File: src/uab_defines.svh
// Constants for the auto-baud detect block: register map, field positions and rates.
`ifndef UAB_DEFINES_SVH
`define UAB_DEFINES_SVH

`define UAB_ADDR_W 5
`define UAB_OFF_CTRL 5'h00
`define UAB_OFF_DIV_LO 5'h04
`define UAB_OFF_DIV_HI 5'h08
`define UAB_OFF_RXDATA 5'h0c
`define UAB_OFF_STATUS 5'h10
`define UAB_OFF_MASK 5'h14
`define UAB_OFF_INFO 5'h18

`define UAB_CTRL_AUTOBAUD_ENABLE_BIT 0
`define UAB_CTRL_WIDE 1
`define UAB_CTRL_HIGH 2
`define UAB_CTRL_WUE 3

`define UAB_STS_W 3
`define UAB_STS_ABD_DONE 0
`define UAB_STS_RX_DONE 1
`define UAB_STS_ABD_OVF 2

`define UAB_INFO_RCIF 0
`define UAB_INFO_ABD_BUSY 1
`define UAB_INFO_RX_IDLE 2

`define UAB_PSC_W 9
`define UAB_BASE_M_SLOW 9'h03f
`define UAB_BASE_M_MID 9'h00f
`define UAB_BASE_M_FAST 9'h003
`define UAB_ABD_M_SLOW 9'h1ff
`define UAB_ABD_M_MID 9'h07f
`define UAB_ABD_M_FAST 9'h01f

`define UAB_DIV_RESET 16'h0000
`define UAB_DIV_START 16'h0001
`define UAB_DIV_MAX 16'hffff
`define UAB_FIRST_EDGE 3'h1
`define UAB_LAST_EDGE 3'h4

`endif

File: src/uab_pkg.sv
// Types shared by the auto-baud detect block and its rate prescaler.
package uab_pkg;

    typedef struct packed {
        logic wide;
        logic high;
    } uab_rate_sel_s;

    typedef enum logic [2:0] {
        ABD_OFF = 3'b000,
        ABD_BRK_LOW = 3'b001,
        ABD_BRK_HIGH = 3'b010,
        ABD_START = 3'b011,
        ABD_EDGE1 = 3'b100,
        ABD_COUNT = 3'b101
    } uab_abd_e;

    typedef enum logic [1:0] {
        RX_IDLE = 2'b00,
        RX_START = 2'b01,
        RX_DATA = 2'b10,
        RX_STOP = 2'b11
    } uab_rx_e;

    typedef struct packed {
        logic [8:0] cnt;
    } uab_psc_s;

    typedef struct packed {
        logic wreq;
        logic [31:0] rdata;
        logic irq;
        logic autobaud_enable_bit;
        logic wide;
        logic high;
        logic wake_on_break_enable;
        logic [7:0] div_lo;
        logic [7:0] div_hi;
        logic [7:0] rx_data;
        logic rcif;
        logic [2:0] sts;
        logic [2:0] mask;
        logic rx_prev;
        uab_abd_e abd;
        logic [2:0] edges;
        uab_rx_e rx;
        logic [15:0] tcnt;
        logic [3:0] bitn;
        logic [7:0] shift;
    } uab_state_s;

endpackage

File: src/uab_autobaud.sv
// Auto-baud detector with a small receiver and an Avalon-MM register slave.
//
// Design decisions made here: the register offsets and the Avalon-MM slave port.
`timescale 1ns/10ps
`default_nettype none
`include "uab_defines.svh"

module uab_autobaud #(
    parameter int DATA_BITS = 8
) (
    input wire logic CORE_CLK,
    input wire logic SYS_RST,
    input wire logic [`UAB_ADDR_W-1:0] AVS_ADDRESS,
    input wire logic AVS_READ,
    input wire logic AVS_WRITE,
    input wire logic [31:0] AVS_WRITEDATA,
    input wire logic [3:0] AVS_BYTEENABLE,
    output logic [31:0] AVS_READDATA,
    output logic AVS_WAITREQUEST,
    output logic IRQ,
    input wire logic RECEIVE_LINE
);
    import uab_pkg::*;

    // The receiver shift register is one byte wide, so longer characters cannot be held.
    if (DATA_BITS < 5 || DATA_BITS > 8) begin : g_bad_data_bits
        $error("DATA_BITS must lie between 5 and 8");
    end

    localparam logic [3:0] LAST_BIT = 4'(DATA_BITS - 1);

    uab_state_s q, d;
    uab_rate_sel_s sel;
    logic base_tick;
    logic abd_tick;
    logic psc_clr;
    logic rx_rise;
    logic rx_fall;
    logic do_wr;
    logic do_rd;
    logic [15:0] div;
    logic [15:0] cnt;

    assign sel = '{wide: q.wide, high: q.high};

    // One prescaler serves both the count ticks and the receiver's base ticks.
    uab_prescaler u_psc (
        .clk(CORE_CLK),
        .rst(SYS_RST),
        .clr(psc_clr),
        .sel(sel),
        .base_tick(base_tick),
        .abd_tick(abd_tick)
    );

    function automatic logic [31:0] rd_mux(input uab_state_s s, input logic [`UAB_ADDR_W-1:0] a);
        logic [7:0] r;
        r = 8'h00;
        case (a)
            `UAB_OFF_CTRL: begin
                r[`UAB_CTRL_AUTOBAUD_ENABLE_BIT] = s.autobaud_enable_bit;
                r[`UAB_CTRL_WIDE] = s.wide;
                r[`UAB_CTRL_HIGH] = s.high;
                r[`UAB_CTRL_WUE] = s.wake_on_break_enable;
            end
            `UAB_OFF_DIV_LO: begin
                r = s.div_lo;
            end
            `UAB_OFF_DIV_HI: begin
                r = s.div_hi;
            end
            `UAB_OFF_RXDATA: begin
                r = s.rx_data;
            end
            `UAB_OFF_STATUS: begin
                r[`UAB_STS_W-1:0] = s.sts;
            end
            `UAB_OFF_MASK: begin
                r[`UAB_STS_W-1:0] = s.mask;
            end
            `UAB_OFF_INFO: begin
                r[`UAB_INFO_RCIF] = s.rcif;
                r[`UAB_INFO_ABD_BUSY] = s.autobaud_enable_bit;
                r[`UAB_INFO_RX_IDLE] = (s.rx == RX_IDLE);
            end
            default: begin
                r = 8'h00;
            end
        endcase
        return {24'h000000, r};
    endfunction

    always_comb begin
        d = q;
        psc_clr = 1'b0;
        cnt = {q.div_hi, q.div_lo};
        div = q.wide ? {q.div_hi, q.div_lo} : {8'h00, q.div_lo};
        rx_rise = RECEIVE_LINE && !q.rx_prev;
        rx_fall = !RECEIVE_LINE && q.rx_prev;
        d.rx_prev = RECEIVE_LINE;

        // One wait cycle per access, so read data is registered before it is sampled.
        do_wr = AVS_WRITE && !q.wreq && AVS_BYTEENABLE[0];
        do_rd = AVS_READ && !q.wreq;
        if ((AVS_READ || AVS_WRITE) && q.wreq) begin
            d.wreq = 1'b0;
            d.rdata = rd_mux(q, AVS_ADDRESS);
        end else begin
            d.wreq = 1'b1;
        end

        if (do_rd && AVS_ADDRESS == `UAB_OFF_RXDATA) begin
            d.rcif = 1'b0;
        end
        if (do_wr) begin
            case (AVS_ADDRESS)
                `UAB_OFF_CTRL: begin
                    d.autobaud_enable_bit = AVS_WRITEDATA[`UAB_CTRL_AUTOBAUD_ENABLE_BIT];
                    d.wide = AVS_WRITEDATA[`UAB_CTRL_WIDE];
                    d.high = AVS_WRITEDATA[`UAB_CTRL_HIGH];
                    d.wake_on_break_enable = AVS_WRITEDATA[`UAB_CTRL_WUE];
                    if (!AVS_WRITEDATA[`UAB_CTRL_AUTOBAUD_ENABLE_BIT]) begin
                        d.abd = ABD_OFF;
                    end else if (!q.autobaud_enable_bit) begin
                        // A repeated enable while busy leaves the running measurement alone.
                        if (AVS_WRITEDATA[`UAB_CTRL_WUE]) begin
                            d.abd = ABD_BRK_LOW;
                        end else begin
                            d.abd = ABD_START;
                        end
                    end
                end
                `UAB_OFF_DIV_LO: begin
                    if (!q.autobaud_enable_bit) begin
                        d.div_lo = AVS_WRITEDATA[7:0];
                    end
                end
                `UAB_OFF_DIV_HI: begin
                    if (!q.autobaud_enable_bit) begin
                        d.div_hi = AVS_WRITEDATA[7:0];
                    end
                end
                `UAB_OFF_STATUS: begin
                    d.sts = q.sts & ~AVS_WRITEDATA[`UAB_STS_W-1:0];
                end
                `UAB_OFF_MASK: begin
                    d.mask = AVS_WRITEDATA[`UAB_STS_W-1:0];
                end
                default: begin
                    d.sts = d.sts;
                end
            endcase
        end

        // Hardware events come after software clears so that a set always wins.
        case (q.abd)
            ABD_OFF: begin
                d.edges = q.edges;
            end
            ABD_BRK_LOW: begin
                if (rx_fall) begin
                    d.abd = ABD_BRK_HIGH;
                end
            end
            ABD_BRK_HIGH: begin
                if (rx_rise) begin
                    d.abd = ABD_START;
                end
            end
            ABD_START: begin
                if (rx_fall) begin
                    d.abd = ABD_EDGE1;
                end
            end
            ABD_EDGE1: begin
                if (rx_rise) begin
                    d.abd = ABD_COUNT;
                    {d.div_hi, d.div_lo} = `UAB_DIV_START;
                    d.edges = `UAB_FIRST_EDGE;
                    // Restarting the prescaler makes the first count tick a whole tick period long.
                    psc_clr = 1'b1;
                end
            end
            ABD_COUNT: begin
                if (abd_tick) begin
                    cnt = cnt + 16'h0001;
                    // A rate too slow for the selected clock wraps the count, so overflow is kept.
                    if ({q.div_hi, q.div_lo} == `UAB_DIV_MAX) begin
                        d.sts[`UAB_STS_ABD_OVF] = 1'b1;
                    end
                end
                {d.div_hi, d.div_lo} = cnt;
                if (rx_rise) begin
                    d.edges = q.edges + 3'h1;
                    if (q.edges == `UAB_LAST_EDGE) begin
                        d.abd = ABD_OFF;
                        d.autobaud_enable_bit = 1'b0;
                        d.rcif = 1'b1;
                        d.sts[`UAB_STS_ABD_DONE] = 1'b1;
                    end
                end
            end
            default: begin
                d.abd = ABD_OFF;
            end
        endcase

        // The receiver is parked while calibration runs and uses the divisor afterwards.
        if (q.autobaud_enable_bit) begin
            d.rx = RX_IDLE;
        end else begin
            case (q.rx)
                RX_IDLE: begin
                    if (rx_fall) begin
                        d.rx = RX_START;
                        d.tcnt = '0;
                    end
                end
                RX_START: begin
                    if (base_tick) begin
                        if (q.tcnt == (div >> 1)) begin
                            // A start bit that is high again at its middle was a glitch.
                            if (RECEIVE_LINE) begin
                                d.rx = RX_IDLE;
                            end else begin
                                d.rx = RX_DATA;
                            end
                            d.tcnt = '0;
                            d.bitn = '0;
                        end else begin
                            d.tcnt = q.tcnt + 16'h0001;
                        end
                    end
                end
                RX_DATA: begin
                    if (base_tick) begin
                        if (q.tcnt == div) begin
                            d.tcnt = '0;
                            // Sampling from a free-running prescaler costs up to one base tick of jitter.
                            d.shift = {RECEIVE_LINE, q.shift[7:1]};
                            d.bitn = q.bitn + 4'h1;
                            if (q.bitn == LAST_BIT) begin
                                d.rx = RX_STOP;
                            end
                        end else begin
                            d.tcnt = q.tcnt + 16'h0001;
                        end
                    end
                end
                RX_STOP: begin
                    if (base_tick) begin
                        if (q.tcnt == div) begin
                            d.rx = RX_IDLE;
                            // A low stop bit is a framing error and the byte is dropped.
                            if (RECEIVE_LINE) begin
                                d.rx_data = q.shift >> (8 - DATA_BITS);
                                d.rcif = 1'b1;
                                d.sts[`UAB_STS_RX_DONE] = 1'b1;
                            end
                        end else begin
                            d.tcnt = q.tcnt + 16'h0001;
                        end
                    end
                end
                default: begin
                    d.rx = RX_IDLE;
                end
            endcase
        end

        // The interrupt follows the next state, so it rises with its status bit.
        d.irq = |(d.sts & d.mask);
    end

    always_ff @(posedge CORE_CLK) begin
        if (SYS_RST) begin
            q <= '0;
            q.wreq <= 1'b1;
            // The line idles high, so a low previous sample would fake a rising edge after reset.
            q.rx_prev <= 1'b1;
            q.abd <= ABD_OFF;
            q.rx <= RX_IDLE;
            {q.div_hi, q.div_lo} <= `UAB_DIV_RESET;
        end else begin
            q <= d;
        end
    end

    assign AVS_READDATA = q.rdata;
    assign AVS_WAITREQUEST = q.wreq;
    assign IRQ = q.irq;

endmodule
`default_nettype wire

File: src/uab_prescaler.sv
// Divides the core clock into the baud base tick and the eight times slower auto-baud tick.
`timescale 1ns/10ps
`default_nettype none
`include "uab_defines.svh"

module uab_prescaler (
    input wire logic clk,
    input wire logic rst,
    input wire logic clr,
    input wire uab_pkg::uab_rate_sel_s sel,
    output logic base_tick,
    output logic abd_tick
);
    import uab_pkg::*;

    uab_psc_s q, d;
    logic [`UAB_PSC_W-1:0] base_m;
    logic [`UAB_PSC_W-1:0] abd_m;

    always_comb begin
        d = q;
        if (sel.wide && sel.high) begin
            base_m = `UAB_BASE_M_FAST;
            abd_m = `UAB_ABD_M_FAST;
        end else if (sel.wide || sel.high) begin
            base_m = `UAB_BASE_M_MID;
            abd_m = `UAB_ABD_M_MID;
        end else begin
            base_m = `UAB_BASE_M_SLOW;
            abd_m = `UAB_ABD_M_SLOW;
        end
        base_tick = (q.cnt & base_m) == base_m;
        abd_tick = (q.cnt & abd_m) == abd_m;
        // Restarting on the first measured edge aligns the tick phase with it.
        if (clr) begin
            d.cnt = '0;
        end else begin
            d.cnt = q.cnt + 9'h001;
        end
    end

    always_ff @(posedge clk) begin
        if (rst) begin
            q <= '0;
        end else begin
            q <= d;
        end
    end

endmodule
`default_nettype wire

File: config.mk
export PLATFORM = sky130hd
export DESIGN_NAME = uab_autobaud
export DESIGN_NICKNAME = d
export VERILOG_FILES = /design/src/uab_pkg.sv /design/src/uab_autobaud.sv /design/src/uab_prescaler.sv
export VERILOG_INCLUDE_DIRS = /design/src
export SDC_FILE = /design/constraint.sdc
export NUM_CORES = 1
export LEC_CHECK = 0
export ABC_CLOCK_PERIOD_IN_PS = 5760
export BUFFER_PORTS_ARGS = -buffer_cell sky130_fd_sc_hd__buf_2
export CAP_MARGIN = 20
export CORE_ASPECT_RATIO = 0.7
export CORE_UTILIZATION = 65
export CTS_BUF_LIST = sky130_fd_sc_hd__clkbuf_2
export CTS_CLUSTER_SIZE = 25
export DETAILED_ROUTE_END_ITERATION = 8
export HOLD_SLACK_MARGIN = 0.02
export PLACE_DENSITY = 0.95
export SYNTH_ARGS = -nofsm -noshare
export SYNTH_HDL_FRONTEND = slang
export SYNTH_SLANG_ARGS = --single-unit
export TNS_END_PERCENT = 50
File: constraint.sdc
create_clock -name CORE_CLK -period 5.76 [get_ports CORE_CLK]
set_clock_uncertainty 0.05 [all_clocks]
set_input_delay 0.576 -clock CORE_CLK [delete_from_list [all_inputs] [get_ports CORE_CLK]]
set_output_delay 0.576 -clock CORE_CLK [all_outputs]
set_load 0.01 [all_outputs]
Word-level counts from Yosys, hierarchy flattened

Index checks and enable logic that the tools add are counted.

Input port bits: 46
Output and inout bits: 34
Register bits after elaboration: 91

Reductions and logical operators: 28
Multiplexer cells: 74
Equal/unequal tests: 33
Bitwise operators: 6
$add $sub $neg: 5

Operators by type and width:

| cell                  | number |
|---|---|
| $mux 16               | 6 |
| $pmux 18 s4           | 1 |
| $mux 18               | 2 |
| $add 16x1->16 const B | 2 |
| $mux 8                | 4 |
| $pmux 16 s2           | 1 |
| $mux 3                | 10 |
| $mux 30               | 1 |
| $mux 9                | 3 |
| $mux 1                | 24 |
| $mux 6                | 4 |
| $ne 2x2->1 const B    | 12 |
| $mux 22               | 1 |
| $pmux 3 s7            | 1 |
| $mux 20               | 1 |
| $and 9x9->9           | 2 |
| $eq 9x9->1            | 2 |
| $pmux 3 s6            | 1 |
| $eq 16x15->1          | 1 |
| $eq 16x16->1          | 1 |
| $eq 16x16->1 const B  | 1 |
| $eq 5x5->1 const B    | 3 |
| $mux 2                | 7 |
| $mux 12               | 1 |
| 34 further kinds      | 54 |

Longest topological paths before layout

Gate-level depths: netlist of the first run.

Depth in word-level cells: 12
Gate-level depth with buffers: 10
Depth with buffers taken out: 7

Cells and area by module

A second synthesis of the first run with hierarchy kept.

Cells, all modules: 745
Area total of the unflattened synthesis: 5849.4 sq um

Modules (own cells, without submodules):

| module        | sequential area each (sq um) | cells each | times used | area an instance (sq um) |
|---|---|---|---|---|
| uab_autobaud  | 1641.6                       | 698        | 1          | 5440.2 |
| uab_prescaler | 180.2                        | 47         | 1          | 409.1 |

Least setup slack after synthesis of the first run

No wires, ideal clock.

Path kind: in2reg
Start: input port AVS_ADDRESS[1]
End: register q[59] (netlist name)
Path slack: 3493 ps
Arrival time: 2083 ps
Stages on the path: 6
Library setup time: 134 ps
Required time: 5576 ps
Cell sequence: or3_1 nor4_4 mux2i_1 o22ai_1 a21oi_1 nor3_1

Longest elaborated chain between the ends: 5

Ends and longest elaborated chain:

| element            | line                | RTL |
|---|---|---|
| start: declaration | uab_autobaud.sv:13  | `` input wire logic [`UAB_ADDR_W-1:0] AVS_ADDRESS, `` |
| $eq 5x4->1 *       | uab_autobaud.sv:116 | `case (AVS_ADDRESS)` |
| $mux 8 *           | uab_autobaud.sv:116 |  |
| $mux 20 *          | uab_autobaud.sv:115 | `if (do_wr) begin` |
| $mux 16            | uab_autobaud.sv:176 | `if (rx_rise) begin` |
| $pmux 16 s2 *      | uab_autobaud.sv:156 | `case (q.abd)` |
| end: declaration   | uab_autobaud.sv:32  | `uab_state_s q, d;` |

Every way passes the cells marked *; elsewhere a longest branch is shown, timed or not.
A chain may end at the register's enable or synchronous reset.

Worst setup path in the final report of the first run

Start: register q[70] (netlist name)
End: register q[16] (netlist name)

Longest elaborated chain between the ends: 7
Elaborated cells between the ends (all ways): 19
Those cells by class: 7 x eq/ne; 8 x mux; 1 x bitwise; 3 x reduce/logical

Ends and longest elaborated chain:

| element                    | line                | RTL |
|---|---|---|
| $logic_or 1x1->1           | uab_prescaler.sv:25 | `end else if (sel.wide \|\| sel.high) begin` |
| $mux 6                     | uab_prescaler.sv:25 |  |
| $mux 9                     | uab_prescaler.sv:22 | `if (sel.wide && sel.high) begin` |
| $and 9x9->9                | uab_prescaler.sv:32 | `base_tick = (q.cnt & base_m) == base_m;` |
| $eq 9x9->1                 | uab_prescaler.sv:32 |  |
| $ne 2x2->1 (no line)       | n/a                 |  |
| $reduce_and 6->1 (no line) | n/a                 |  |

Several ways; a longest one is shown, not always the timed one. The select of a mux whose other input is x is not followed.

==> metrics, run 1 <==
flop2flop setup slack around 2.3 ns; DR vias 5701; wire per inst 18.9 µm; number of global-route vias before repair just over 5000; Site Rows 28; IO Pins 80; final WL 15.8 mm; headroom to the max-slew limit 30.3%; cell count after synthesis 745; Static Leakage roughly 2.1 nW; Post-CTS Repair Setup Buffers 0; post-route cell area around 6000 µm²; crit path launch type register; initial antenna violation count 0; Die H 82.3 µm; Inserted Clock Buffers 9; DR vias/cell 6.82; CTS root buf clkbuf_2; crit-path cells nand4b_1 -> o22a_1 -> a211oi_4 -> nand4_1 -> a221oi_4 -> a211oi_1; worst path arrival time 3.92 ns; number of synthesized flops with an enable pin 0; Placed Cells 820; worst-skew pair later-pin latency ~0.63 ns; Die Footprint a little under 10000 µm²; HPWL Detailed approximately 11 mm; Final Hold Fails 0; htree depth 3; Post-Syn Area 5990 µm²; DR iter-0 viols 705; post-CTS sizing 0; clk sink count approximately 90; Fill cells 709; CP Class register to register; Core Region 8690 µm²; Tmin final 3.46 ns; Crit path buffers/inverters 0; R2R cell count 6; Total GRT Usage approximately 34%; final hold slack 0.162 ns; CTS tree done; diode count 0; remaining global-route overflow 0; Placement Setup Slack roughly 2.5 ns; MaxCap Viol Count 0; Hold Path Depth 2; leading cell types in the layout, fill and taps excluded 91 x dfxtp_1, 77 x nor2_1, 44 x nand2_1; worst-path maximum fanout 29; Period Utilization, post-route 60.1%; clock-pin slew on the worst setup and hold paths 0.30 ns; iteration count of the initial detailed-routing pass 7; largest net degree at the start of global routing 87; Max Fclk between 200 and 300 MHz; DP Area about 5800 µm²; post-synth cell types 75; Seq cells post-synth between 90 and 100; status finished clean; CTS hold repair buffers 0; Worst path depth 6; Main synth FF type dfxtp_1; total negative slack 0 ns; non-filler cells, final 836; maximum VDD drop 0.000136 V; slew at the pin with the worst max-slew slack 1.04 ns; worst hold path type primary input to register; # DRC 0; cell family with most CP delay compound AO/OA/AOI/OAI gates; gpl congestion 1.01; starting density of the core between 60 and 70%; first-pass GRT wire length 24.7 mm; Syn Area/Cell 8.03 µm²; register area 1820 µm²; Slew Limit Fails 0; yosys warns 0; Power Density 184 nW/µm²; maximum clock path buffer count 2; Final setup viols 0; Crit-path slowest cell dfxtp_1; Async SR Flop Fraction 0%; area delta synth->final -0.230%; RSZ-0062 raised after global routing false; final core utilization around 69%; Multi-input gate area 3650 µm²; most common cell after layout, fill and taps aside dfxtp_1; Critical Path RT 6.22 ns; Worst setup EP type register; Final Net Count 763; Total Power 1.10 mW; CP peak stage delay 1.08 ns; layout cells sized above 1 10.2%; number of I/O port buffers 28; Routed Antenna Nets 0; sequential-to-total area share from yosys stat a little under a third; die width 117 µm; post-layout worst setup margin 2.30 ns
[final timing paths]
kind | endpoint | from
min | q[36] | RECEIVE_LINE
min reg2reg | AVS_READDATA[2] | AVS_READDATA[2]
max | q[16] | q[70]
max reg2reg | q[16] | q[70]
[Yosys cell counts, types with 21 or more instances]
master    number  area share [%]
a21oi_1       34             2.8
mux2i_1       39             6.5
clkbuf_1      42             2.6
nand4_1       27             2.8
nand2_1       44             2.8
dfxtp_1       91              30
a211oi_1      22             2.8
o21ai_0       39             3.3
xnor2_1       21             3.1
nor2_1        77             4.8
buf_4         33             4.1
nand3_1       27             2.3
[flip-flops by register name, summed over array words and instances (netlist names)]
name and cells:
q 72, AVS_READDATA 8, u_psc.q 9, IRQ 1
AVS_WAITREQUEST 1
[metal layers]
metal  routed length (µm)  GRT usage, %
met3                 2200          13.3
met1                 6470          43.2
met4                  424          12.8
met5                    0             0
met2                 6690          50.7
[worst reg2reg max path: cells and delay by family, from the launching register on]
kind / cells / cell delay [ns]
AOI/OAI and AO/OA: 4 / 1.71
DFF: 1 / 1.08
and+or+nand+nor: 2 / 0.50
[report_power, final]
part / internal [mW] / total (mW) / leakage [nW] / switching [mW]
Clock: 0.0789 / 0.352 / 0.0792 / 0.273
Combinational: 0.0293 / 0.0982 / 1.29 / 0.0689
Sequential: 0.638 / 0.647 / 0.734 / 0.00871
Total: 0.746 / 1.10 / 2.11 / 0.351
[layout make-up]
class                   count  share of cell area [%]
inverters                  15                   0.943
clock inverters             7                    1.49
flip-flops and latches     91                    30.5
well taps                 120                    2.51
repair buffers             31                    2.72
clock buffers               9                   0.754
multi-input cells         563                    61.1
[kinds of logic (layout without fill, tap and decap cells)]
group / Yosys count / after routing / synth area share [%]
other: 1 / 24 / 0.0626
buffers and inverters: 114 / 62 / 10.1
multiplexers: 44 / 44 / 7.65
AND/OR/NAND/NOR: 280 / 280 / 24.9
flip-flops: 91 / 91 / 30.4
AO/OA/AOI/OAI: 179 / 179 / 21.3
adder cells (fa/ha/maj): 6 / 6 / 1.25
XOR/XNOR: 30 / 30 / 4.39
No activity file was read; power rests on OpenSTA's default activity.
==> run 2, diff against run 1 <==
--- a/config.mk
+++ b/config.mk
@@ -6,16 +6,17 @@
 export SDC_FILE = /design/constraint.sdc
 export NUM_CORES = 1
 export LEC_CHECK = 0
-export ABC_CLOCK_PERIOD_IN_PS = 5760
+export ABC_AREA = 1
+export ABC_CLOCK_PERIOD_IN_PS = 3100
 export BUFFER_PORTS_ARGS = -buffer_cell sky130_fd_sc_hd__buf_2
 export CAP_MARGIN = 20
 export CORE_ASPECT_RATIO = 0.7
-export CORE_UTILIZATION = 65
+export CORE_UTILIZATION = 54
 export CTS_BUF_LIST = sky130_fd_sc_hd__clkbuf_2
 export CTS_CLUSTER_SIZE = 25
 export DETAILED_ROUTE_END_ITERATION = 8
 export HOLD_SLACK_MARGIN = 0.02
-export PLACE_DENSITY = 0.95
+export PLACE_DENSITY = 0.87
 export SYNTH_ARGS = -nofsm -noshare
 export SYNTH_HDL_FRONTEND = slang
 export SYNTH_SLANG_ARGS = --single-unit
==> constraint.sdc (replaced) <==
create_clock -name CORE_CLK -period 3.1 [get_ports CORE_CLK]
set_clock_uncertainty 0.05 [all_clocks]
set_input_delay 0.31 -clock CORE_CLK [delete_from_list [all_inputs] [get_ports CORE_CLK]]
set_output_delay 0.31 -clock CORE_CLK [all_outputs]
set_load 0.01 [all_outputs]
==> metrics, run 2 <==
maximum clock path buffer count 2; cell family with most CP delay simple AND/OR/NAND/NOR gates; Seq cells post-synth 91; CTS tree done; wire per inst 14.4 µm; worst path arrival time 3.06 ns; cell count after synthesis 899; Placed Cells 1031; HPWL Detailed 11.4 mm; DR iter-0 viols ~750; Slew Limit Fails 0; largest net degree at the start of global routing 33; leading cell types in the layout, fill and taps excluded 195 x nand2_1, 110 x inv_1, 104 x nor2_1; Max Fclk 382 MHz; Post-CTS Repair Setup Buffers 0; status finished clean; Worst path depth 12; remaining global-route overflow 0; RSZ-0062 raised after global routing false; first-pass GRT wire length 24.8 mm; clock-pin slew on the worst setup and hold paths 0.24 ns; # DRC 0; Async SR Flop Fraction 0%; final hold slack approximately 0.039 ns; post-route cell area 6030 µm²; Worst setup EP type register; layout cells sized above 1 a little under a tenth; max reg flops between 70 and 80; Critical Path RT 3.55 ns; Reg2Reg Launch Point q[70]; CTS root buf clkbuf_2; non-filler cells, final approximately 1100; Syn Area/Cell 6.46 µm²; CTS hold repair buffers 4; CP most frequent cell nand2_1; Main synth FF type dfxtp_1; largest reg by FF count q; R2R cell count 12; sequential-to-total area share from yosys stat between 30% and 40%; most common cell in the netlist nand2_1; Die H slightly below 90 µm; Synth top area share around a third; die width 126 µm; crit path launch type register; flop2flop setup slack 0.48 ns; IO Pins 80; starting density of the core 55.8%; MaxCap Viol Count 0; Static Leakage 2.51 nW; worst-path maximum fanout 13; Post-Syn Area 5810 µm²; Die Footprint 11200 µm²; iteration count of the initial detailed-routing pass 5; total negative slack 0 ns; area delta synth->final 3.94%; Final Hold Fails 0; CP Class register to register; Fill cells 1029; initial antenna violation count 0; most frequent cells after synthesis 195 x nand2_1, 110 x inv_1, 104 x nor2_1, 91 x dfxtp_1, 72 x nand3_1; post-CTS sizing 0; DP Area about 5900 µm²; clk sink count 91; most common cell after layout, fill and taps aside nand2_1; Final Net Count 966; final WL approximately 15 mm; post-synth cell types 46; cell taking the most area after synthesis dfxtp_1; gpl congestion 0.936; yosys warns 0; maximum VDD drop 0.000302 V; Tmin final 2.62 ns; Crit path buffers/inverters 1; number of global-route vias before repair roughly 5000; Site Rows 31; DR vias 5953; top cells by area, synth dfxtp_1 31%, nand2_1 13%, inv_1 7.1%; Core Region approximately 10000 µm²; DR vias/cell approximately 5.7; Period Utilization, post-route 84.4%; critical path launch point q[70]; worst-skew pair later-pin latency 0.60 ns; CP peak stage delay 0.71 ns; Final setup viols 0; Power Density 404 nW/µm²; final core utilization 58.1%; headroom to the max-slew limit 48.6%; Routed Antenna Nets 0; worst hold path type primary input to register; slew at the pin with the worst max-slew slack 0.770 ns; Worst R2R End q[27]; htree depth 3; Total GRT Usage 28.1%; number of synthesized flops with an enable pin 0; Setup crit end q[27]; crit-path cells buf_4 -> nand2_1 -> nand2_1 -> nand2_1 -> nor2_1 -> nand2_2 -> nor2_8 -> nand2_2 -> nand2_1 -> nand2_1 -> o21ai_2 -> nor2_1; Inserted Clock Buffers 9; number of I/O port buffers 28; Crit-path slowest cell dfxtp_1
-- run 2: cell types whose count changed in the layout (fill, tap and decap cells not counted), moves of 19 or more --
cell | before | now
nand3_1 | 27 | 72
xnor2_1 | 21 | 2
mux2i_1 | 39 | 0
inv_1 | 15 | 110
nor2_1 | 77 | 104
nand2_1 | 44 | 195
-- run 2: cell type report --
class,instances,area [µm²],share of cell area (%)
clock inverters,4,75.1,1.24
repair buffers,41,248,4.11
well taps,132,165,2.74
diodes,1,2.50,0.0415
flip-flops and latches,91,1820,30.2
clock buffers,12,60.1,0.995
multi-input cells,649,3200,53.1
inverters,122,458,7.59
-- run 2: kinds of logic after synthesis --
logic type | share of synthesized area [%]
compound gates | 17.9
simple gates | 33.1
other cells | 0.0646
xor+xnor | 1.36
buf+inv | 14.9
fa+ha+maj | 1.29
flops | 31.4
-- run 2: power breakdown --
part           switching [mW]  total, mW  internal, mW
Combinational           0.387      0.520         0.133
Clock                   0.412      0.688         0.276
Sequential             0.0286       1.23          1.20
-- run 2: through the flow --
stage	power, mW	setup slack (ns)
3_5_place_dp	1.75	0.581
5_1_grt	2.56	0.276
3_3_place_gp	1.74	0.640
2_1_floorplan	1.68	1.33
4_1_cts	2.43	0.538
6_report	2.44	0.484
-- run 2: worst min path at each step --
stage | from | end | cells past startpoint
after global placement | u_psc.q[0] | u_psc.q[0] | 1
after floorplan | SYS_RST | q[71] | 1
after detailed placement | u_psc.q[0] | u_psc.q[0] | 1
after global routing | AVS_WRITEDATA[6] | q[66] | 3
final | AVS_WRITEDATA[6] | q[66] | 3
after CTS | AVS_WRITEDATA[6] | q[66] | 3
-- run 2: metal layers --
metal | vias up | global-route usage, % | routed length [µm]
li1 | 2945 | - | -
met1 | 2665 | 39.5 | 6980
met2 | 309 | 41.5 | 6060
met3 | 34 | 8.83 | 1850
met4 | 0 | 7.56 | 275
met5 | - | 0 | 0
-- run 2: tightest hold or removal path, stage by stage --
cell      delay (ns)
buf_2           0.10
o211ai_1        0.10
a21oi_1         0.14
==> run 3, diff against run 2 <==
--- a/config.mk
+++ b/config.mk
@@ -7,7 +7,7 @@
 export NUM_CORES = 1
 export LEC_CHECK = 0
 export ABC_AREA = 1
-export ABC_CLOCK_PERIOD_IN_PS = 3100
+export ABC_CLOCK_PERIOD_IN_PS = 2200
 export BUFFER_PORTS_ARGS = -buffer_cell sky130_fd_sc_hd__buf_2
 export CAP_MARGIN = 20
 export CORE_ASPECT_RATIO = 0.7
==> constraint.sdc (replaced) <==
create_clock -name CORE_CLK -period 2.2 [get_ports CORE_CLK]
set_clock_uncertainty 0.05 [all_clocks]
set_input_delay 0.22 -clock CORE_CLK [delete_from_list [all_inputs] [get_ports CORE_CLK]]
set_output_delay 0.22 -clock CORE_CLK [all_outputs]
set_load 0.01 [all_outputs]
==> metrics, run 3 (synthesis results as in run 2) <==
status finished clean; Die H roughly 89 µm; Fill cells ~980; DR vias/cell 5.59; wire per inst 14.4 µm; DR vias 6046; final core utilization 60.8%; gpl congestion between 1 and 1.5; first-pass GRT wire length around 25 mm; Slew Limit Fails 0; Core Region 10400 µm²; CTS root buf clkbuf_2; htree depth 3; Post-CTS Repair Setup Buffers 0; Die Footprint 11200 µm²; worst-skew pair later-pin latency ~0.59 ns; max reg flops 72; final hold slack ~0.13 ns; largest net degree at the start of global routing 38; DR iter-0 viols between 600 and 700; MaxCap Viol Count 0; Period Utilization, post-route 94.4%; maximum clock path buffer count 2; most common cell after layout, fill and taps aside nand2_1; maximum VDD drop 0.000360 V; Routed Antenna Nets 0; final WL 15.5 mm; HPWL Detailed 11.7 mm; worst path arrival time 2.56 ns; IO Pins 80; slew at the pin with the worst max-slew slack approximately 0.68 ns; worst-path maximum fanout 7; area delta synth->final 8.92%; Inserted Clock Buffers 9; remaining global-route overflow 0; crit path launch type register; clk sink count 91; Max Fclk approximately 480 MHz; CP Class register to register; Power Density 521 nW/µm²; largest reg by FF count q; # DRC 0; diode count 0; Final Hold Fails 0; number of I/O port buffers 28; layout cells sized above 1 13.6%; RSZ-0062 raised after global routing false; CTS tree done; headroom to the max-slew limit ~55%; Total GRT Usage between 20% and 30%; worst hold path type primary input to register; starting density of the core 55.8%; leading cell types in the layout, fill and taps excluded 193 x nand2_1, 110 x inv_1, 102 x nor2_1; number of global-route vias before repair between 5000 and 6000; iteration count of the initial detailed-routing pass 7; Final Net Count approximately 1000; Tmin final 2.08 ns; total negative slack 0 ns; clock-pin slew on the worst setup and hold paths 0.25 ns; Worst setup EP type register; Site Rows 31; die width 126 µm; Critical Path RT around 2.7 ns; Static Leakage 2.66 nW; initial antenna violation count 0; Final setup viols 0
## run 3: power breakdown
group / leakage, nW / internal, mW / switching (mW)
Combinational: 1.87 / 0.256 / 0.575
Clock: 0.0465 / 0.141 / 0.598
Sequential: 0.744 / 1.69 / 0.0400
Total: 2.66 / 2.08 / 1.21
## run 3: layout make-up
class	count	area [µm²]	area share [%]
Clock buffer	9	45.0	0.712
Multi-Input combinational cell	649	3230	51.0
Sequential cell	91	1850	29.3
Clock inverter	5	40.0	0.633
Timing Repair Buffer	73	533	8.43
Inverter	122	458	7.24
Tap cell	132	165	2.61
## run 3: through the flow
stage / std cells / area [µm²] / power (mW) / setup slack, ns
after floorplan: 922 / 5890 / 2.37 / 0.427
after global placement: 1055 / 6060 / 2.51 / -0.00798
after detailed placement: 1055 / 6060 / 2.53 / -0.0377
after CTS: 1081 / 6270 / 3.27 / 0.000902
after global routing: 1081 / 6320 / 3.48 / 0.00395
final: 1081 / 6320 / 3.30 / 0.124
## run 3: final timing paths
path	cells past startpoint	slack, ns	to	start
hold / removal	5	0.13	AVS_READDATA[0]	AVS_ADDRESS[4]
setup / recovery	8	0.12	IRQ	q[60]
hold reg to reg	1	0.43	u_psc.q[0]	u_psc.q[0]
setup reg to reg	8	0.12	IRQ	q[60]
## run 3: layer usage
layer / routed length (µm) / vias up / global-route usage [%]
li1: - / 3010 / -
met1: 7360 / 2737 / 42.2
met2: 6190 / 280 / 41.6
met3: 1780 / 19 / 6.77
met4: 182 / 0 / 7.01
met5: 0 / - / 0
## run 3: worst max-delay path, stage by stage (launching register included)
cell and delay [ns]:
dfxtp_1 0.54, ha_1 0.23, nand2_1 0.08, nor2_1 0.22
nand4_1 0.17, nor3_1 0.27, a21oi_1 0.13, nand3b_1 0.18
nand3_1 0.14
## run 3: timing repair
| action | 4_1_cts | 5_1_grt |
|---|---|---|
| cloned | 0 | 0 |
| hold endpoints to repair | 32 | 0 |
| resized for setup | 2 | 26 |
| setup endpoints to repair | 1 | 35 |
| hold buffers | 12 | 0 |
